--- src/boot_pkg.sv ---
package boot_pkg;

   // ---------------------------------------------------------------
   // addresses
   // ---------------------------------------------------------------
   localparam logic [16:0] SETUP_BYTE_ADDR  = 17'h02018;
   localparam logic [16:0] FIRST_FETCH_ADDR = 17'h02080;
   localparam logic [16:0] LOW_VEC_BASE     = 17'h02000;
   localparam logic [16:0] HIGH_VEC_BASE    = 17'h02030;
   localparam logic [16:0] TS_VEC_BASE      = 17'h02040;
   localparam logic [16:0] TRAP_SW_VEC      = 17'h02010;
   localparam logic [16:0] TRAP_OPC_VEC     = 17'h02012;
   localparam logic [16:0] SFR_LAST         = 17'h00019;
   localparam logic [16:0] RAM_LAST         = 17'h003ff;
   localparam logic [16:0] RSV_LO_FIRST     = 17'h02000;
   localparam logic [16:0] RSV_LO_LAST      = 17'h0207f;

   // ---------------------------------------------------------------
   // setup field positions
   // ---------------------------------------------------------------
   localparam int SETUP_PD_BIT    = 0;
   localparam int SETUP_DYN_BIT   = 1;
   localparam int SETUP_WR_BIT    = 2;
   localparam int SETUP_ADV_BIT   = 3;
   localparam int SETUP_RDY_LO    = 4;
   localparam int SETUP_RDY_HI    = 5;
   localparam logic [7:0] SETUP_RESET = 8'h00;

   // ---------------------------------------------------------------
   // timing
   // ---------------------------------------------------------------
   localparam int          RESET_PULL_STATES = 16;
   localparam logic [4:0]  RESET_PULL_CYCLES = 5'(RESET_PULL_STATES);
   localparam logic [15:0] NMI_VEC_NUM       = 16'h000f;

   // ---------------------------------------------------------------
   // register bus
   // ---------------------------------------------------------------
   localparam logic [3:0] OFS_SETUP   = 4'h0;
   localparam logic [3:0] OFS_STATUS  = 4'h4;
   localparam logic [3:0] OFS_VECTOR  = 4'h8;
   localparam logic [3:0] OFS_DECODE  = 4'hc;

   typedef enum logic [1:0] {
      REGION_SFR  = 2'h0,
      REGION_RAM  = 2'h1,
      REGION_EXT  = 2'h2,
      REGION_RSV  = 2'h3
   } region_type;

   typedef struct packed {
      logic [1:0] ready_mode;
      logic       adv_mode;
      logic       split_wr;
      logic       dyn_width;
      logic       pd_enable;
   } setup_fields_type;

   typedef struct packed {
      logic        req;
      logic [16:0] addr;
      logic        wide;
   } mem_req_type;

endpackage

--- src/reset_config_and_vector_map.sv ---
// Implementation choices: the register addresses and the Avalon-MM register port.
`timescale 1ns/1ps
// Functional notes
// - after reset, read setup byte at 2018H
// - fetch width follows sampled width pin
// - setup bits 7 and 6 ignored
// - bits 5:4 select ready wait limit
// - bit 3 picks latch or valid strobe
// - bit 2 picks write strobe style
// - bit 0 enables power-down, else ignored
// - bit 1 low forces 8-bit bus
// - bit 1 high: width pin decides width
// - device pulls reset low 16 states
// - first fetch from 2080h
// - external memory serves code and data
// - prioritized and trap vector addresses
// - priority equals number, 15 highest
// - traps bypass prioritization, serviced at once
// - server interrupts beat other maskable ones
module reset_config_and_vector_map
(
   input  wire logic                          clk,
   input  wire logic                          srst,
   // reset pin as open drain
   input  wire logic                          reset_pin_in,
   output logic                               reset_pin_out,
   output logic                               reset_pin_oe,
   input  wire logic                          width_select_pin,
   // setup byte fetch on the external bus
   output boot_pkg::mem_req_type              fetch_req,
   input  wire logic                          fetch_ack,
   input  wire logic [15:0]                   fetch_data,
   output logic                               boot_done,
   output logic [16:0]                        first_fetch_addr,
   // decoded setup
   output logic                               ready_limit_hi,
   output logic                               ready_limit_lo,
   output logic                               addr_strobe_is_valid,
   output logic                               split_write_strobes,
   output logic                               bus_wide,
   input  wire logic                          pd_request,
   output logic                               pd_grant,
   // vector lookup
   input  wire logic [15:0]                   irq_pending,
   input  wire logic [15:0]                   irq_to_server,
   input  wire logic                          trap_opcode,
   input  wire logic                          trap_software,
   output logic                               vec_valid,
   output logic [16:0]                        vec_addr,
   output logic                               vec_server,
   output logic [3:0]                         vec_priority,
   // address region decode
   input  wire logic [16:0]                   decode_addr,
   output boot_pkg::region_type               decode_region,
   // Avalon-MM slave
   input  wire logic [3:0]                    avs_address,
   input  wire logic                          avs_read,
   input  wire logic                          avs_write,
   input  wire logic [31:0]                   avs_writedata,
   input  wire logic [3:0]                    avs_byteenable,
   output logic [31:0]                        avs_readdata,
   output logic                               avs_waitrequest
);

   // ---------------------------------------------------------------
   // functions
   // ---------------------------------------------------------------
   function automatic logic [16:0] prio_vec(input logic [3:0] num);
      logic [16:0] v;
      v = num[3] ? boot_pkg::HIGH_VEC_BASE + 17'({num[2:0], 1'b0})
                 : boot_pkg::LOW_VEC_BASE + 17'({num[2:0], 1'b0});
      return v;
   endfunction

   function automatic logic [16:0] server_vec(input logic [3:0] num);
      logic [16:0] v;
      v = boot_pkg::TS_VEC_BASE + 17'({num, 1'b0});
      return v;
   endfunction

   function automatic boot_pkg::region_type region_of(input logic [16:0] a);
      boot_pkg::region_type r;
      if (a <= boot_pkg::SFR_LAST)
         r = boot_pkg::REGION_SFR;
      else if (a <= boot_pkg::RAM_LAST)
         r = boot_pkg::REGION_RAM;
      else if (a >= boot_pkg::RSV_LO_FIRST && a <= boot_pkg::RSV_LO_LAST)
         r = boot_pkg::REGION_RSV;
      else
         r = boot_pkg::REGION_EXT;
      return r;
   endfunction

   // ---------------------------------------------------------------
   // pin synchronisers
   // ---------------------------------------------------------------
   logic [2:0] rst_sync_reg;
   logic [2:0] width_sync_reg;
   logic       rst_low_reg;
   logic       width_reg;

   always_ff @(posedge clk)
   begin
      rst_sync_reg   <= {rst_sync_reg[1:0], reset_pin_in};
      width_sync_reg <= {width_sync_reg[1:0], width_select_pin};
   end

   always_ff @(posedge clk)
   begin
      if (srst)
      begin
         rst_low_reg <= 1'b0;
         width_reg   <= 1'b0;
      end
      else
      begin
         if (rst_sync_reg[1] == rst_sync_reg[2])
            rst_low_reg <= ~rst_sync_reg[2];
         if (width_sync_reg[1] == width_sync_reg[2])
            width_reg <= width_sync_reg[2];
      end
   end

   // ---------------------------------------------------------------
   // boot sequence
   // ---------------------------------------------------------------
   typedef enum logic [3:0] {
      ST_HOLD  = 4'b0001,
      ST_PULL  = 4'b0010,
      ST_FETCH = 4'b0100,
      ST_RUN   = 4'b1000
   } boot_state_type;

   boot_state_type state_reg;
   boot_state_type state_next;
   logic [4:0]     pull_cnt_reg;
   logic [7:0]     setup_reg;
   logic           fetch_wide_reg;

   always_comb
   begin
      state_next = state_reg;
      unique case (state_reg)
         ST_HOLD:  if (!rst_low_reg) state_next = ST_FETCH;
         ST_PULL:  if (pull_cnt_reg == 5'h00 && !rst_low_reg) state_next = ST_FETCH;
         ST_FETCH: if (fetch_ack) state_next = ST_RUN;
         ST_RUN:   state_next = ST_RUN;
      endcase
      if (rst_low_reg && state_reg != ST_PULL && state_reg != ST_HOLD)
         state_next = ST_PULL;
   end

   always_ff @(posedge clk)
   begin
      if (srst)
         state_reg <= ST_PULL;
      else
         state_reg <= state_next;
   end

   always_ff @(posedge clk)
   begin
      if (srst)
         pull_cnt_reg <= boot_pkg::RESET_PULL_CYCLES;
      else if (state_next == ST_PULL && state_reg != ST_PULL)
         pull_cnt_reg <= boot_pkg::RESET_PULL_CYCLES;
      else if (state_reg == ST_PULL && pull_cnt_reg != 5'h00)
         pull_cnt_reg <= pull_cnt_reg - 5'h01;
   end

   // open drain: drive low only, oe low while driving
   assign reset_pin_out = 1'b0;
   assign reset_pin_oe  = ~(state_reg == ST_PULL && pull_cnt_reg != 5'h00);

   always_ff @(posedge clk)
   begin
      if (srst)
         fetch_wide_reg <= 1'b0;
      else if (state_reg != ST_FETCH)
         fetch_wide_reg <= width_reg;
   end

   always_ff @(posedge clk)
   begin
      if (srst)
         setup_reg <= boot_pkg::SETUP_RESET;
      else if (state_next == ST_PULL)
         setup_reg <= boot_pkg::SETUP_RESET;
      else if (state_reg == ST_FETCH && fetch_ack)
         setup_reg <= fetch_data[7:0];
   end

   assign fetch_req.req  = (state_reg == ST_FETCH);
   assign fetch_req.addr = boot_pkg::SETUP_BYTE_ADDR;
   assign fetch_req.wide = fetch_wide_reg;

   assign boot_done        = (state_reg == ST_RUN);
   assign first_fetch_addr = boot_pkg::FIRST_FETCH_ADDR;

   // ---------------------------------------------------------------
   // setup decode (bits 7:6 unused)
   // ---------------------------------------------------------------
   boot_pkg::setup_fields_type setup_f;

   assign setup_f.ready_mode = setup_reg[boot_pkg::SETUP_RDY_HI:boot_pkg::SETUP_RDY_LO];
   assign setup_f.adv_mode   = setup_reg[boot_pkg::SETUP_ADV_BIT];
   assign setup_f.split_wr   = setup_reg[boot_pkg::SETUP_WR_BIT];
   assign setup_f.dyn_width  = setup_reg[boot_pkg::SETUP_DYN_BIT];
   assign setup_f.pd_enable  = setup_reg[boot_pkg::SETUP_PD_BIT];

   assign ready_limit_hi       = setup_f.ready_mode[1];
   assign ready_limit_lo       = setup_f.ready_mode[0];
   assign addr_strobe_is_valid = setup_f.adv_mode;
   assign split_write_strobes  = setup_f.split_wr;
   assign bus_wide             = setup_f.dyn_width & width_reg;
   assign pd_grant             = boot_done & pd_request & setup_f.pd_enable;

   // ---------------------------------------------------------------
   // vector selection
   // ---------------------------------------------------------------
   logic [16:0] vec_next;
   logic        server_next;
   logic [3:0]  prio_next;
   logic        valid_next;

   always_comb
   begin
      vec_next    = '0;
      server_next = 1'b0;
      prio_next   = 4'h0;
      valid_next  = 1'b0;
      // maskable ranked by number, lowest first so higher overrides
      for (int i = 0; i < 15; i++)
         if (irq_pending[i])
         begin
            vec_next   = prio_vec(4'(i));
            prio_next  = 4'(i);
            valid_next = 1'b1;
         end
      for (int i = 0; i < 15; i++)
         if (irq_pending[i] && irq_to_server[i])
         begin
            vec_next    = server_vec(4'(i));
            prio_next   = 4'(i);
            server_next = 1'b1;
         end
      if (irq_pending[15])
      begin
         vec_next    = prio_vec(boot_pkg::NMI_VEC_NUM[3:0]);
         prio_next   = boot_pkg::NMI_VEC_NUM[3:0];
         server_next = 1'b0;
         valid_next  = 1'b1;
      end
      if (trap_software)
      begin
         vec_next    = boot_pkg::TRAP_SW_VEC;
         server_next = 1'b0;
         valid_next  = 1'b1;
      end
      if (trap_opcode)
      begin
         vec_next    = boot_pkg::TRAP_OPC_VEC;
         server_next = 1'b0;
         valid_next  = 1'b1;
      end
   end

   always_ff @(posedge clk)
   begin
      if (srst)
      begin
         vec_addr     <= '0;
         vec_server   <= 1'b0;
         vec_priority <= 4'h0;
         vec_valid    <= 1'b0;
      end
      else
      begin
         vec_addr     <= vec_next;
         vec_server   <= server_next;
         vec_priority <= prio_next;
         vec_valid    <= valid_next;
      end
   end

   always_ff @(posedge clk)
   begin
      if (srst)
         decode_region <= boot_pkg::REGION_SFR;
      else
         decode_region <= region_of(decode_addr);
   end

   // ---------------------------------------------------------------
   // register bus: one wait cycle, then answer
   // ---------------------------------------------------------------
   logic ack_reg;

   always_ff @(posedge clk)
   begin
      if (srst)
         ack_reg <= 1'b0;
      else
         ack_reg <= (avs_read | avs_write) & ~ack_reg;
   end

   assign avs_waitrequest = (avs_read | avs_write) & ~ack_reg;

   // setup register is read only; writes are ignored
   always_ff @(posedge clk)
   begin
      if (srst)
         avs_readdata <= '0;
      else if (avs_read && !ack_reg)
      begin
         unique case (avs_address)
            boot_pkg::OFS_SETUP:  avs_readdata <= {24'h000000, setup_reg};
            boot_pkg::OFS_STATUS: avs_readdata <= {26'h0, bus_wide, width_reg,
                                                    state_reg};
            boot_pkg::OFS_VECTOR: avs_readdata <= {10'h000, vec_valid, vec_server,
                                                    vec_priority, 16'(vec_addr)};
            boot_pkg::OFS_DECODE: avs_readdata <= {15'h0000, first_fetch_addr};
            default:              avs_readdata <= '0;
         endcase
      end
   end

endmodule

--- config.mk ---
export PLATFORM = sky130hd
export DESIGN_NAME = reset_config_and_vector_map
export DESIGN_NICKNAME = d
export VERILOG_FILES = /design/src/boot_pkg.sv /design/src/reset_config_and_vector_map.sv
export SDC_FILE = /design/constraint.sdc
export NUM_CORES = 1
export LEC_CHECK = 0
export CORE_MARGIN = 3
export CORE_UTILIZATION = 50
export DETAILED_ROUTE_END_ITERATION = 8
export DONT_BUFFER_PORTS = 1
export PLACE_DENSITY = 0.7
export RECOVER_POWER = 50
export SETUP_SLACK_MARGIN = 0.5
export SLEW_MARGIN = 15
export SYNTH_ARGS = -nofsm -noshare
export SYNTH_HDL_FRONTEND = slang
export SYNTH_SLANG_ARGS = --single-unit
--- constraint.sdc ---
create_clock -name clk -period 3.7 [get_ports clk]
set_input_delay 0.74 -clock clk [delete_from_list [all_inputs] [get_ports clk]]
set_output_delay 0.74 -clock clk [all_outputs]
set_load 0.1 [all_outputs]
Word-level counts from Yosys, hierarchy flattened
Cells that the tools add are included.
Operators by class
  magnitude comparators: 4
  bitwise operators: 8
  reduce and logical (&&, ||, !) cells: 35
  $add $sub $neg: 1
  multiplexer cells: 104
  eq/ne operators: 13
Operators with widths (count)
  14-bit 2-to-1 mux: 33
  4-bit 2-to-1 mux: 33
  22-bit case mux with 4 select lines: 1
  1-bit 2-to-1 mux: 36
  33-bit OR reduction: 1
  1-bit logical AND: 23
  17-bit by 14-bit greater-or-equal comparator with 1-bit output, second input constant: 1
  17-bit by 10-bit <= comparator with 1-bit output, second input constant: 1
  17-bit by 14-bit <= comparator with 1-bit output, second input constant: 1
  17-bit by 5-bit <= comparator with 1-bit output, second input constant: 1
  4-bit case mux with 4 select lines: 1
  4-bit == test, second input constant: 3
  4-bit by 2-bit == test with 1-bit output, second input constant: 2
  4-bit by 3-bit == test with 1-bit output, second input constant: 2
  2-bit OR reduction: 3
  3-bit OR reduction: 2
  5-bit zero test: 1
  5-bit nonzero test: 1
  5-bit by 1-bit subtractor with 5-bit output, second input constant: 1
  1-bit bitwise AND: 4
  4-bit by 1-bit == test with 1-bit output, second input constant: 1
  4-bit zero test: 1
  4-bit by 1-bit inequality test with 1-bit output, second input constant: 1
  4-bit by 2-bit inequality test with 1-bit output, second input constant: 1
  6 further kinds: 10
Word-level totals
  register bits after elaboration: 84
  output and inout bits: 103
  logic and storage cells: 184
  input bits: 115

Logic depth before layout (Yosys ltp)
Gate-level depths: netlist of the first run.
  depth in word-level cells: 33
  mapped depth: 7
  gate-level depth less buffers: 7

Worst setup path after synthesis of the first run
OpenSTA, ideal clock, no wires.
  path kind: input to output
  start: input port avs_write
  end: output port avs_waitrequest
  slack: 0.924 ns
  arrival: 2.036 ns
  buffers on the path: 0
  data required time: 2.960 ns
  stages: 2
  cell sequence: nor2_1 nor2_1
On the way
  word-level cells in the longest chain between the ends: 2
RTL lines
  start, declared: line reset_config_and_vector_map.sv:58  | input wire logic avs_write,
  1-bit OR: line reset_config_and_vector_map.sv:307  | assign avs_waitrequest = (avs_read | avs_write) & ~ack_reg;
  1-bit bitwise AND: line reset_config_and_vector_map.sv:307
  end, declared: line reset_config_and_vector_map.sv:62  | output logic avs_waitrequest
No other way between the ends.

Worst setup path in the final report of the first run
  start: register pull_cnt_reg[0]
  end: output port reset_pin_oe
On the way
  word-level cells in the longest chain between the ends: 3
RTL lines
  start, declared: line reset_config_and_vector_map.sv:136  | logic [4:0] pull_cnt_reg;
  start signal, assigned: line reset_config_and_vector_map.sv:164  | pull_cnt_reg <= boot_pkg::RESET_PULL_CYCLES;
  start signal, assigned: line reset_config_and_vector_map.sv:166  | pull_cnt_reg <= boot_pkg::RESET_PULL_CYCLES;
  start signal, assigned: line reset_config_and_vector_map.sv:168  | pull_cnt_reg <= pull_cnt_reg - 5'h01;
  5-bit nonzero test: line reset_config_and_vector_map.sv:173  | assign reset_pin_oe = ~(state_reg == ST_PULL && pull_cnt_reg != 5'h00);
  1-bit logical AND: line reset_config_and_vector_map.sv:173
  1-bit inverter: line reset_config_and_vector_map.sv:173
  end, declared: line reset_config_and_vector_map.sv:27  | output logic reset_pin_oe,
No other way between the ends.

==> metrics, run 1 <==
status complete, but fails checks; WP data required about 3.0 ns; wire per inst approximately 15 um; initial antenna violation count 0; remaining antenna violation count 0; CTS tree done; Synth Flop Type dfxtp_1; Core Region 0.005675 mm2; post-CTS setup buffers 0; max reg flops 15; row count 27; CP startpoint pull_cnt_reg[0]$_SDFFE_PP0P_; post-synth top area cell dfxtp_1; CP Max Fanout 6; Root Buffer clkbuf_8; vias in the first global route roughly 2100; multiplexer area fraction after synthesis between 2 and 3%; post-synth cell types 55; Pre-Repair DR Iteration Count 5; P_leak roughly 1.2 nW; Peak Freq between 300 and 400 MHz; Initial Utilization a little over half; Port Buf Inserts 0; global-route wire length before repair between 9000 and 10000 um; Cells after Synth roughly 370; Synth Area in Simple Gates 21.13%; max_slew headroom -31.19%; antenna cells 0; initial DRC count 85; worst slew pin tran 1.965 ns; Final Non-Filler Cells between 400 and 500; Area after DPL roughly 0.0029 mm2; largest family of logic cells by synthesized area simple AND/OR/NAND/NOR gates; most frequent cells in the layout conb_1 (62), dfxtp_1 (56), nand2_1 (40), nor2_1 (38), a21oi_1 (27); Final Max Tran Viols 3; Peak supply drop roughly 0.34 mV; Register-to-Register Path Depth 4; final core utilization around 52%; drt drc 0; xor/xnor share of the synthesized area 1.156%; Post-synth EDFFs 0; GRT Util Overall between 10% and 20%; number of buffers created by CTS 5; nets@finish between 400 and 500; #FFs+latches synth 56; YS warnings 0; CP Launch Type flop; Sink Count 56; critical path class flop to primary output; Post-Synthesis Cell Area ~0.0030 mm2; hold_buf cts 0; post_cts resized 0; total gr overflow 0; Adder-Cell Fraction of Synth Area less than 1%; reg2reg setup slack about 1.3 ns; RSZ-0062 raised after global routing false; post-route minimum period between 3 and 4 ns; RD Place Congestion 0.7846; clock buffer depth 2; vias per cell 5.371; failing checks capacitance limit, slew limit; placed wire-length estimate 5244 um; final setup vio count 0; CP Capture Type primary output; Pwr per Cell Area around 600 mW/mm2; placed insts approximately 430; DR vias 2347; Area growth syn-to-layout -3.013%; Hold WC Path Type flop to flop; Worst-path clk slew ~0.10 ns; final hold viol count 0; ranking of synthesized cells by area dfxtp_1 (37%), buf_4 (16%), nand2_1 (4.8%), nor2_1 (4.8%), a21oi_1 (4.5%); Synth top area share roughly 37%; clock latency on the worst-skew pair 0.30 ns; Final Cycle Share approximately 81%; IO Pins 218; chip height approximately 84 um; syn avg cell area 8.261 um2; setup_tns 0 ns; critical path capture point reset_pin_oe; commonest non-fill, non-tap cell in the layout conb_1; total of max-cap violations 1; die area roughly 0.007 mm2; final instance area 0.002940 mm2; ratio of cells with drive above 1 in the final layout approximately 4.9%; ys async rst share 0%; chip width 83.87 um; reg-to-reg endpoint avs_readdata[6]$_SDFFE_PP0P_; Routed WL 6669 um; pin count of the biggest net entering global routing 37; htree depth 2; Synth Area in Compound Gates around 18%; Final Skew between 0.008 and 0.009 ns; worst r2r src vec_addr[6]$_SDFF_PP0_; sequential area share after synthesis a little under two fifths; crit path DAT approximately 2.3 ns; WHS approximately 0.33 ns
-- per-layer routing --
metal  share of wire [%]  routed length [um]  track usage (%)
met3                  12                 768            6.811
met1                  39                2583            19.67
met2                  49                3265            30.15
met4                0.78                  52            5.263
met5                   0                   0                0
-- final cells by class --
type | instances | area [um2]
timing repair buffer | 5 | 47.55
clock inverter | 1 | 7.507
clock buffer | 7 | 86.33
tap | 72 | 90.09
inverter | 8 | 30.03
sequential | 56 | 1121
fill | 565 | 2735
multi-input combinational | 288 | 1558
-- power by group --
| part | total, mW | switching [mW] | internal [mW] | leakage [nW] |
|---|---|---|---|---|
| logic | 0.635 | 0.503 | 0.133 | 0.705 |
| clock network | 0.345 | 0.193 | 0.153 | 0.0445 |
| registers | 0.783 | 0.131 | 0.652 | 0.460 |
| total | 1.76 | 0.826 | 0.937 | 1.21 |
-- cells by family (layout without fill, tap and decap cells) --
group	Yosys count	in the layout
multiplexers	8	8
AND/OR/NAND/NOR	130	130
buffers and inverters	83	21
other	2	62
AO/OA/AOI/OAI	82	82
flip-flops	56	56
adder cells (fa/ha/maj)	2	2
XOR/XNOR	4	4
-- worst min-delay path by stage --
stage,to,cells after the start,start,slack (ns)
2_1_floorplan,rst_sync_reg[1]$_DFF_P_,0,rst_sync_reg[0]$_DFF_P_,0.31
3_3_place_gp,rst_sync_reg[1]$_DFF_P_,0,rst_sync_reg[0]$_DFF_P_,0.31
3_5_place_dp,rst_sync_reg[1]$_DFF_P_,0,rst_sync_reg[0]$_DFF_P_,0.31
4_1_cts,rst_sync_reg[1]$_DFF_P_,0,rst_sync_reg[0]$_DFF_P_,0.34
5_1_grt,rst_sync_reg[1]$_DFF_P_,0,rst_sync_reg[0]$_DFF_P_,0.36
6_report,rst_sync_reg[1]$_DFF_P_,0,rst_sync_reg[0]$_DFF_P_,0.33
-- worst max-delay path, cell delays in order (launching register included) --
cell     delay (ns)
dfxtp_1        0.34
inv_1          0.08
ha_1           0.15
nor4b_1        0.63
nor4_4         0.11
inv_1          0.64
-- synth_stat cells, drive strengths merged, types with 3 or more instances --
| library cell | n |
|---|---|
| buf | 68 |
| dfxtp | 56 |
| nand2 | 40 |
| nor2 | 39 |
| a21oi | 27 |
| a22oi | 18 |
| nor3 | 12 |
| o21ai | 10 |
| nand3 | 9 |
| inv | 8 |
| mux2i | 8 |
| clkbuf | 7 |
| nor4 | 6 |
| nor2b | 4 |
| nor4b | 4 |
| and3 | 3 |
| nand2b | 3 |
| o211ai | 3 |
-- through the flow --
stage / power [mW] / setup slack, ns
CTS: 1.793 / 0.9078
detailed placement: 1.445 / 1.269
finish: 1.763 / 0.6915
floorplan: 1.445 / 0.9244
global placement: 1.437 / 1.288
global route: 1.849 / 0.4830
No activity file was read; power rests on OpenSTA's default activity.
==> run 2: changes to the inputs <==
--- a/config.mk
+++ b/config.mk
@@ -9,7 +9,7 @@
 export CORE_UTILIZATION = 50
 export DETAILED_ROUTE_END_ITERATION = 8
 export DONT_BUFFER_PORTS = 1
-export PLACE_DENSITY = 0.7
+export PLACE_DENSITY = 0.73
 export RECOVER_POWER = 50
 export SETUP_SLACK_MARGIN = 0.5
 export SLEW_MARGIN = 15
==> constraint.sdc (replaced) <==
create_clock -name clk -period 2.4 [get_ports clk]
set_input_delay 0.48 -clock clk [delete_from_list [all_inputs] [get_ports clk]]
set_output_delay 0.48 -clock clk [all_outputs]
set_load 0.1 [all_outputs]
==> metrics, run 2 (same netlist as run 1, synthesis figures left out) <==
die area 0.007033 mm2 (unchanged); final setup vio count 0 (unchanged); post-route minimum period just over 2 ns; placed insts 469 (+9.3%); antenna cells 0 (unchanged); total of max-cap violations 0 (-1); number of buffers created by CTS 5 (unchanged); Peak supply drop 0.9213 mV (+170%); global-route wire length before repair 11300 um (+13%); GRT Util Overall 19.49% (+2.1 points); highest cell delay on the worst timing path 0.93 ns (+0.29 ns); crit-path cells clkbuf_1; Core Region 0.005675 mm2 (unchanged); CTS tree done; max reg flops 15 (unchanged); CP Launch Type flop; Final Skew 0.01108 ns (+0.002983 ns); Final Max Tran Viols 0 (-3); placed wire-length estimate 5438 um (+3.7%); Sink Count 56 (unchanged); Pre-Repair DR Iteration Count 4 (-1); status complete, no violations; CP Capture Type primary output; CP Buf/Inv Count 1 (-1); Top Family by Delay on Critical Path buffers and inverters; hold_buf cts 0 (unchanged); pin count of the biggest net entering global routing 37 (unchanged); IO Pins 218 (unchanged); chip height 83.87 um (unchanged); Hold WC Path Type input pin to flop; Worst-path clk slew 0.09 ns (about the same); Final Non-Filler Cells 488 (+12%); vias per cell 5.320 (-0.95%); final core utilization 59.94% (+8.1 points); wire per inst 15.07 um (-1.3%); commonest non-fill, non-tap cell in the layout conb_1; ratio of cells with drive above 1 in the final layout 15.14% (+10 points); clock latency on the worst-skew pair 0.31 ns (about the same); max_slew headroom 14.48% (+46 points); Port Buf Inserts 0 (unchanged); Final Cycle Share a little over four fifths; critical path class flop to primary output; nets@finish 533 (+11%); P_leak 1.422 nW (+18%); vias in the first global route 2296 (+8.4%); Area after DPL 0.003202 mm2 (+11%); DR vias 2596 (+11%); drt drc 0 (unchanged); crit path DAT 1.55 ns (-0.72 ns); total gr overflow 0 (unchanged); CP Max Fanout 2 (-4); final hold viol count 0 (unchanged); chip width 83.87 um (unchanged); most frequent cells in the layout conb_1 (62), dfxtp_1 (50), nand2_1 (39), nor2_1 (38), a21oi_1 (27); setup_tns 0 ns (unchanged); worst slew pin tran 1.283 ns (-0.6824 ns); Area growth syn-to-layout 12.22%; slowest CP cell clkbuf_1; initial antenna violation count 0 (unchanged); Routed WL 7352 um (+10%); RD Place Congestion 0.8374 (+6.7%); Initial Utilization 53.42% (unchanged); initial DRC count 95 (+12%); clock buffer depth 2 (unchanged); Pwr per Cell Area 933.3 mW/mm2 (+56%); Root Buffer clkbuf_8; WP data required 1.92 ns (-1.04 ns); final instance area 0.003402 mm2 (+16%); row count 27 (unchanged); htree depth 2 (unchanged); RSZ-0062 raised after global routing true; remaining antenna violation count 0 (unchanged); Peak Freq slightly below 500 MHz
run 2: changes by cell type in the layout (fill, tap and decap cells not counted), moves of 3 or more:
cell	previous run	this run
inv_2	0	3
dfxtp_1	56	50
inv_1	8	5
buf_12	0	4
dfxtp_2	0	3
buf_4	2	25
clkbuf_1	3	26
dfxtp_4	0	3
nor3_1	12	9
run 2: where the power goes:
part	total [mW]	internal [mW]	switching (mW)
sequential	1.09	1.01	0.0798
clock	0.704	0.411	0.293
combinational	1.38	0.385	0.997
run 2: layout make-up:
class                      count  area, um2
clock buffer                   5      68.82
clock inverter                 2      60.06
fill                         538       2273
inverter                       8      30.03
multi-input combinational    288       1622
sequential                    56       1136
tap                           72      90.09
timing repair buffer          57      395.4
run 2: what timing repair did:
| item | 4_1_cts | 5_1_grt |
|---|---|---|
| hold endpoints to repair | 0 | 0 |
| gates resized for setup | 18 | 6 |
| buffers inserted | 8 | 4 |
| setup endpoints to repair | 5 | 9 |
| pin swaps | 4 | 1 |
run 2: metrics by stage:
step           worst slack [ns]  hold slack, ns  total power [mW]
3_3_place_gp             0.4249          0.3111             2.272
6_report                 0.3692          0.1913             3.175
2_1_floorplan            0.2310          0.3096             2.228
3_5_place_dp             0.3790          0.3135             2.289
5_1_grt                  0.3095          0.1691             3.316
4_1_cts                  0.3859          0.1821             3.140
run 2: layer usage:
metal	up-vias	GRT usage (%)	share of wire [%]
met3	10	5.429	10
met2	133	33.41	50
li1	1257	-	-
met1	1196	23.86	39
met4	0	5.409	1.1
met5	-	0	0
run 2: final timing paths:
| check | startpoint | endpoint | slack, ns | cells past startpoint |
|---|---|---|---|---|
| worst min-delay path | width_select_pin | width_sync_reg[0]$_DFF_P_ | 0.19 | 0 |
| worst max register to register | state_reg[2]$_SDFF_PP0_ | pull_cnt_reg[4]$_SDFFE_PP1P_ | 0.44 | 6 |
| worst max-delay path | vec_addr[13]$_SDFF_PP0_ | vec_addr[13] | 0.37 | 1 |
| worst min register to register | rst_sync_reg[0]$_DFF_P_ | rst_sync_reg[1]$_DFF_P_ | 0.33 | 0 |
==> run 3: changes to the inputs <==
--- a/config.mk
+++ b/config.mk
@@ -5,6 +5,7 @@
 export SDC_FILE = /design/constraint.sdc
 export NUM_CORES = 1
 export LEC_CHECK = 0
+export ABC_AREA = 1
 export CORE_MARGIN = 3
 export CORE_UTILIZATION = 50
 export DETAILED_ROUTE_END_ITERATION = 8
==> constraint.sdc (replaced) <==
create_clock -name clk -period 1.8 [get_ports clk]
set_input_delay 0.36 -clock clk [delete_from_list [all_inputs] [get_ports clk]]
set_output_delay 0.36 -clock clk [all_outputs]
set_load 0.1 [all_outputs]
==> metrics, run 3 <==
ratio of cells with drive above 1 in the final layout 30.33% (+15 points); largest family of logic cells by synthesized area simple AND/OR/NAND/NOR gates; antenna cells 0 (unchanged); RSZ-0062 raised after global routing true; most common cell in the netlist nand2_1; vias per cell 5.164 (-2.9%); nets@finish 604 (+13%); WP data required 1.44 ns (-0.48 ns); Final Non-Filler Cells 560 (+15%); Core Region 0.005709 mm2 (+0.60%); failing checks setup timing; CP Max Fanout 4 (+2); IO Pins 218 (unchanged); Final Max Tran Viols 0 (unchanged); sequential area share after synthesis 36.63% (-0.35 points); Initial Utilization 53.61% (+0.19 points); Area growth syn-to-layout 31.89%; top layer in use met4; RD Place Congestion 0.9085 (+8.5%); clock buffer depth 2 (unchanged); Pwr per Cell Area 1239 mW/mm2 (+33%); Peak supply drop 1.715 mV (+86%); crit path DAT 1.46 ns (-0.09 ns); YS warnings 0 (unchanged); global-route wire length before repair 11780 um (+4.3%); htree depth 2 (unchanged); remaining antenna violation count 0 (unchanged); wire length on met1 3035 um (+5.5%); Final Skew 0.01064 ns (-0.0004364 ns); P_leak 1.807 nW (+27%); clock latency on the worst-skew pair 0.32 ns (about the same); WHS 0.06129 ns (-0.1300 ns); worst slew pin tran 0.5015 ns (-0.7813 ns); total of max-cap violations 0 (unchanged); chip width 84.24 um (+0.44%); final hold viol count 0 (unchanged); combinational power share 52.8% (+9.3 points); ys async rst share 0% (unchanged); Worst-path clk slew 0.11 ns (+0.02 ns); Hold WC Path Type input pin to flop; initial DRC count 166 (+75%); initial antenna violation count 0 (unchanged); max_slew headroom 66.39% (+52 points); #FFs+latches synth 56 (unchanged); Synth Area in Compound Gates 11.20% (-7.1 points); DR vias 2892 (+11%); row count 27 (unchanged); Post-synth EDFFs 0 (unchanged); most common library cells after synthesis nand2_1 (119), buf_4 (65), dfxtp_1 (56); chip height 84.24 um (+0.44%); P_sw 2.470 mW (+80%); pin count of the biggest net entering global routing 21 (-43%); Routed WL 8739 um (+19%); drt drc 0 (unchanged); clock network power share 14.8% (-7.4 points); hold_buf cts 0 (unchanged); CP Capture Type primary output; number of buffers created by CTS 5 (unchanged); die area 0.007096 mm2 (+0.88%); most frequent cells in the layout nand2_1 (111), conb_1 (62), a21oi_1 (32), nor2_1 (31), dfxtp_1 (29); post-synth cell types 32 (-42%); Synth Area in Simple Gates 26.53% (+5.4 points); Root Buffer clkbuf_8; Met3 Wirelength 921 um (+22%); Area after DPL 0.003249 mm2 (+1.5%); switching part of the total 49.39% (+6.2 points); pre-CTS setup slack -0.2037 ns (-0.5827 ns); Port Buf Inserts 0 (unchanged); final setup vio count 1 (+1); Adder-Cell Fraction of Synth Area 1.145% (+0.32 points); Post-Synthesis Cell Area 0.003060 mm2 (+0.95%); max reg flops 15 (unchanged); cell-internal power 2.531 mW (+40%); post-synth top area cell dfxtp_1; placed wire-length estimate 5824 um (+7.1%); CP Launch Type flop; final worst slack -0.01528 ns (-0.3845 ns); placed insts 533 (+14%); Synth Flop Type dfxtp_1; status complete, but fails checks; vias in the first global route 2525 (+10%); register share of total power 32.3% (-2.0 points); critical path class flop to primary output; wire per inst 15.61 um (+3.6%); Final Cycle Share 100.8%; GRT Util Overall 20.47% (+0.98 points); Cells after Synth 441 (+20%); multiplexer area fraction after synthesis 0% (-2.6 points); final core utilization 70.70% (+11 points); xor/xnor share of the synthesized area 0.5724% (-0.58 points); commonest non-fill, non-tap cell in the layout nand2_1; Peak Freq ~550 MHz; CTS tree done; Pre-Repair DR Iteration Count 4 (unchanged); final instance area 0.004036 mm2 (+19%); Sink Count 56 (unchanged); syn avg cell area 6.940 um2 (-16%); total gr overflow 0 (unchanged); Synth top area share 36.63% (-0.35 points); post-route minimum period between 1.5 and 2 ns; ranking of synthesized cells by area dfxtp_1 (37%), buf_4 (16%), nand2_1 (15%), a21oi_1 (5.7%), nor2_1 (5.3%); met2 WL post-DR 4459 um (+22%)
==> run 3: cell count changes after synthesis, sizes merged, moves of 4 or more <==
cell,previous run,this run
nor2b,4,0
a21oi,27,35
nand3,9,14
nand2,40,119
mux2i,8,0
inv,8,42
nor4b,4,0
nor2,39,43
a22oi,18,0
==> run 3: path summary, 6_finish.rpt <==
kind,slack (ns),depth (start not counted),from,endpoint
worst max-delay path,-0.02,5,state_reg[2]$_SDFF_PP0_,reset_pin_oe
worst min-delay path,0.06,0,reset_pin_in,rst_sync_reg[0]$_DFF_P_
worst max register to register,0.22,9,state_reg[2]$_SDFF_PP0_,pull_cnt_reg[4]$_SDFFE_PP1P_
worst min register to register,0.34,0,rst_sync_reg[0]$_DFF_P_,rst_sync_reg[1]$_DFF_P_
==> run 3: routing by layer <==
layer  vias up  global-route usage (%)
li1       1372                       -
met3        31                   6.575
met4         0                   7.895
met2       178                   35.29
met1      1311                   23.50
met5         -                       0
==> run 3: stage by stage <==
| step | TNS, ns | total power [mW] |
|---|---|---|
| finish | -0.01528 | 5.001 |
| global route | -0.3397 | 5.220 |
| CTS | 0 | 4.474 |
| detailed placement | -0.3426 | 3.385 |
| global placement | -0.3471 | 3.346 |
| floorplan | -0.3750 | 3.254 |
==> run 3: area by class of cell <==
type                    count  area (um2)
clock inverters             3       27.53
inverters                  45       236.5
flip-flops and latches     56        1200
well taps                  72       90.09
fillers                   442        1673
clock buffers               5       68.82
repair buffers             51       680.7
multi-input cells         328        1733
==> run 3: cell families (layout without fill, tap and decap cells) <==
logic type	Yosys count	count (layout)
simple gates	200	200
buf+inv	117	104
compound gates	61	61
flops	56	56
fa+ha+maj	3	3
other cells	2	62
xor+xnor	2	2
==> run 3: power by group through the flow <==
| stage | clock network, mW | logic, mW | registers, mW |
|---|---|---|---|
| 4_1_cts | 0.736 | 2.14 | 1.59 |
| 3_3_place_gp | 0 | 1.75 | 1.60 |
| 2_1_floorplan | 0 | 1.57 | 1.69 |
| 5_1_grt | 0.806 | 2.78 | 1.63 |
| 6_report | 0.742 | 2.64 | 1.62 |
| 3_5_place_dp | 0 | 1.78 | 1.60 |
==> run 3: repair_timing <==
action / in CTS / in global routing
setup endpoints to repair: 58 / 45
pin swaps: 16 / 16
resized for setup: 75 / 74
setup buffers: 11 / 8
gates cloned: 0 / 0
==> run 3: worst max-delay path, cell delays in order, from the launching register on <==
cell	delay, ns
dfxtp_4	0.39
nor2_4	0.15
nand3_4	0.14
a31oi_4	0.24
inv_6	0.05
buf_12	0.16
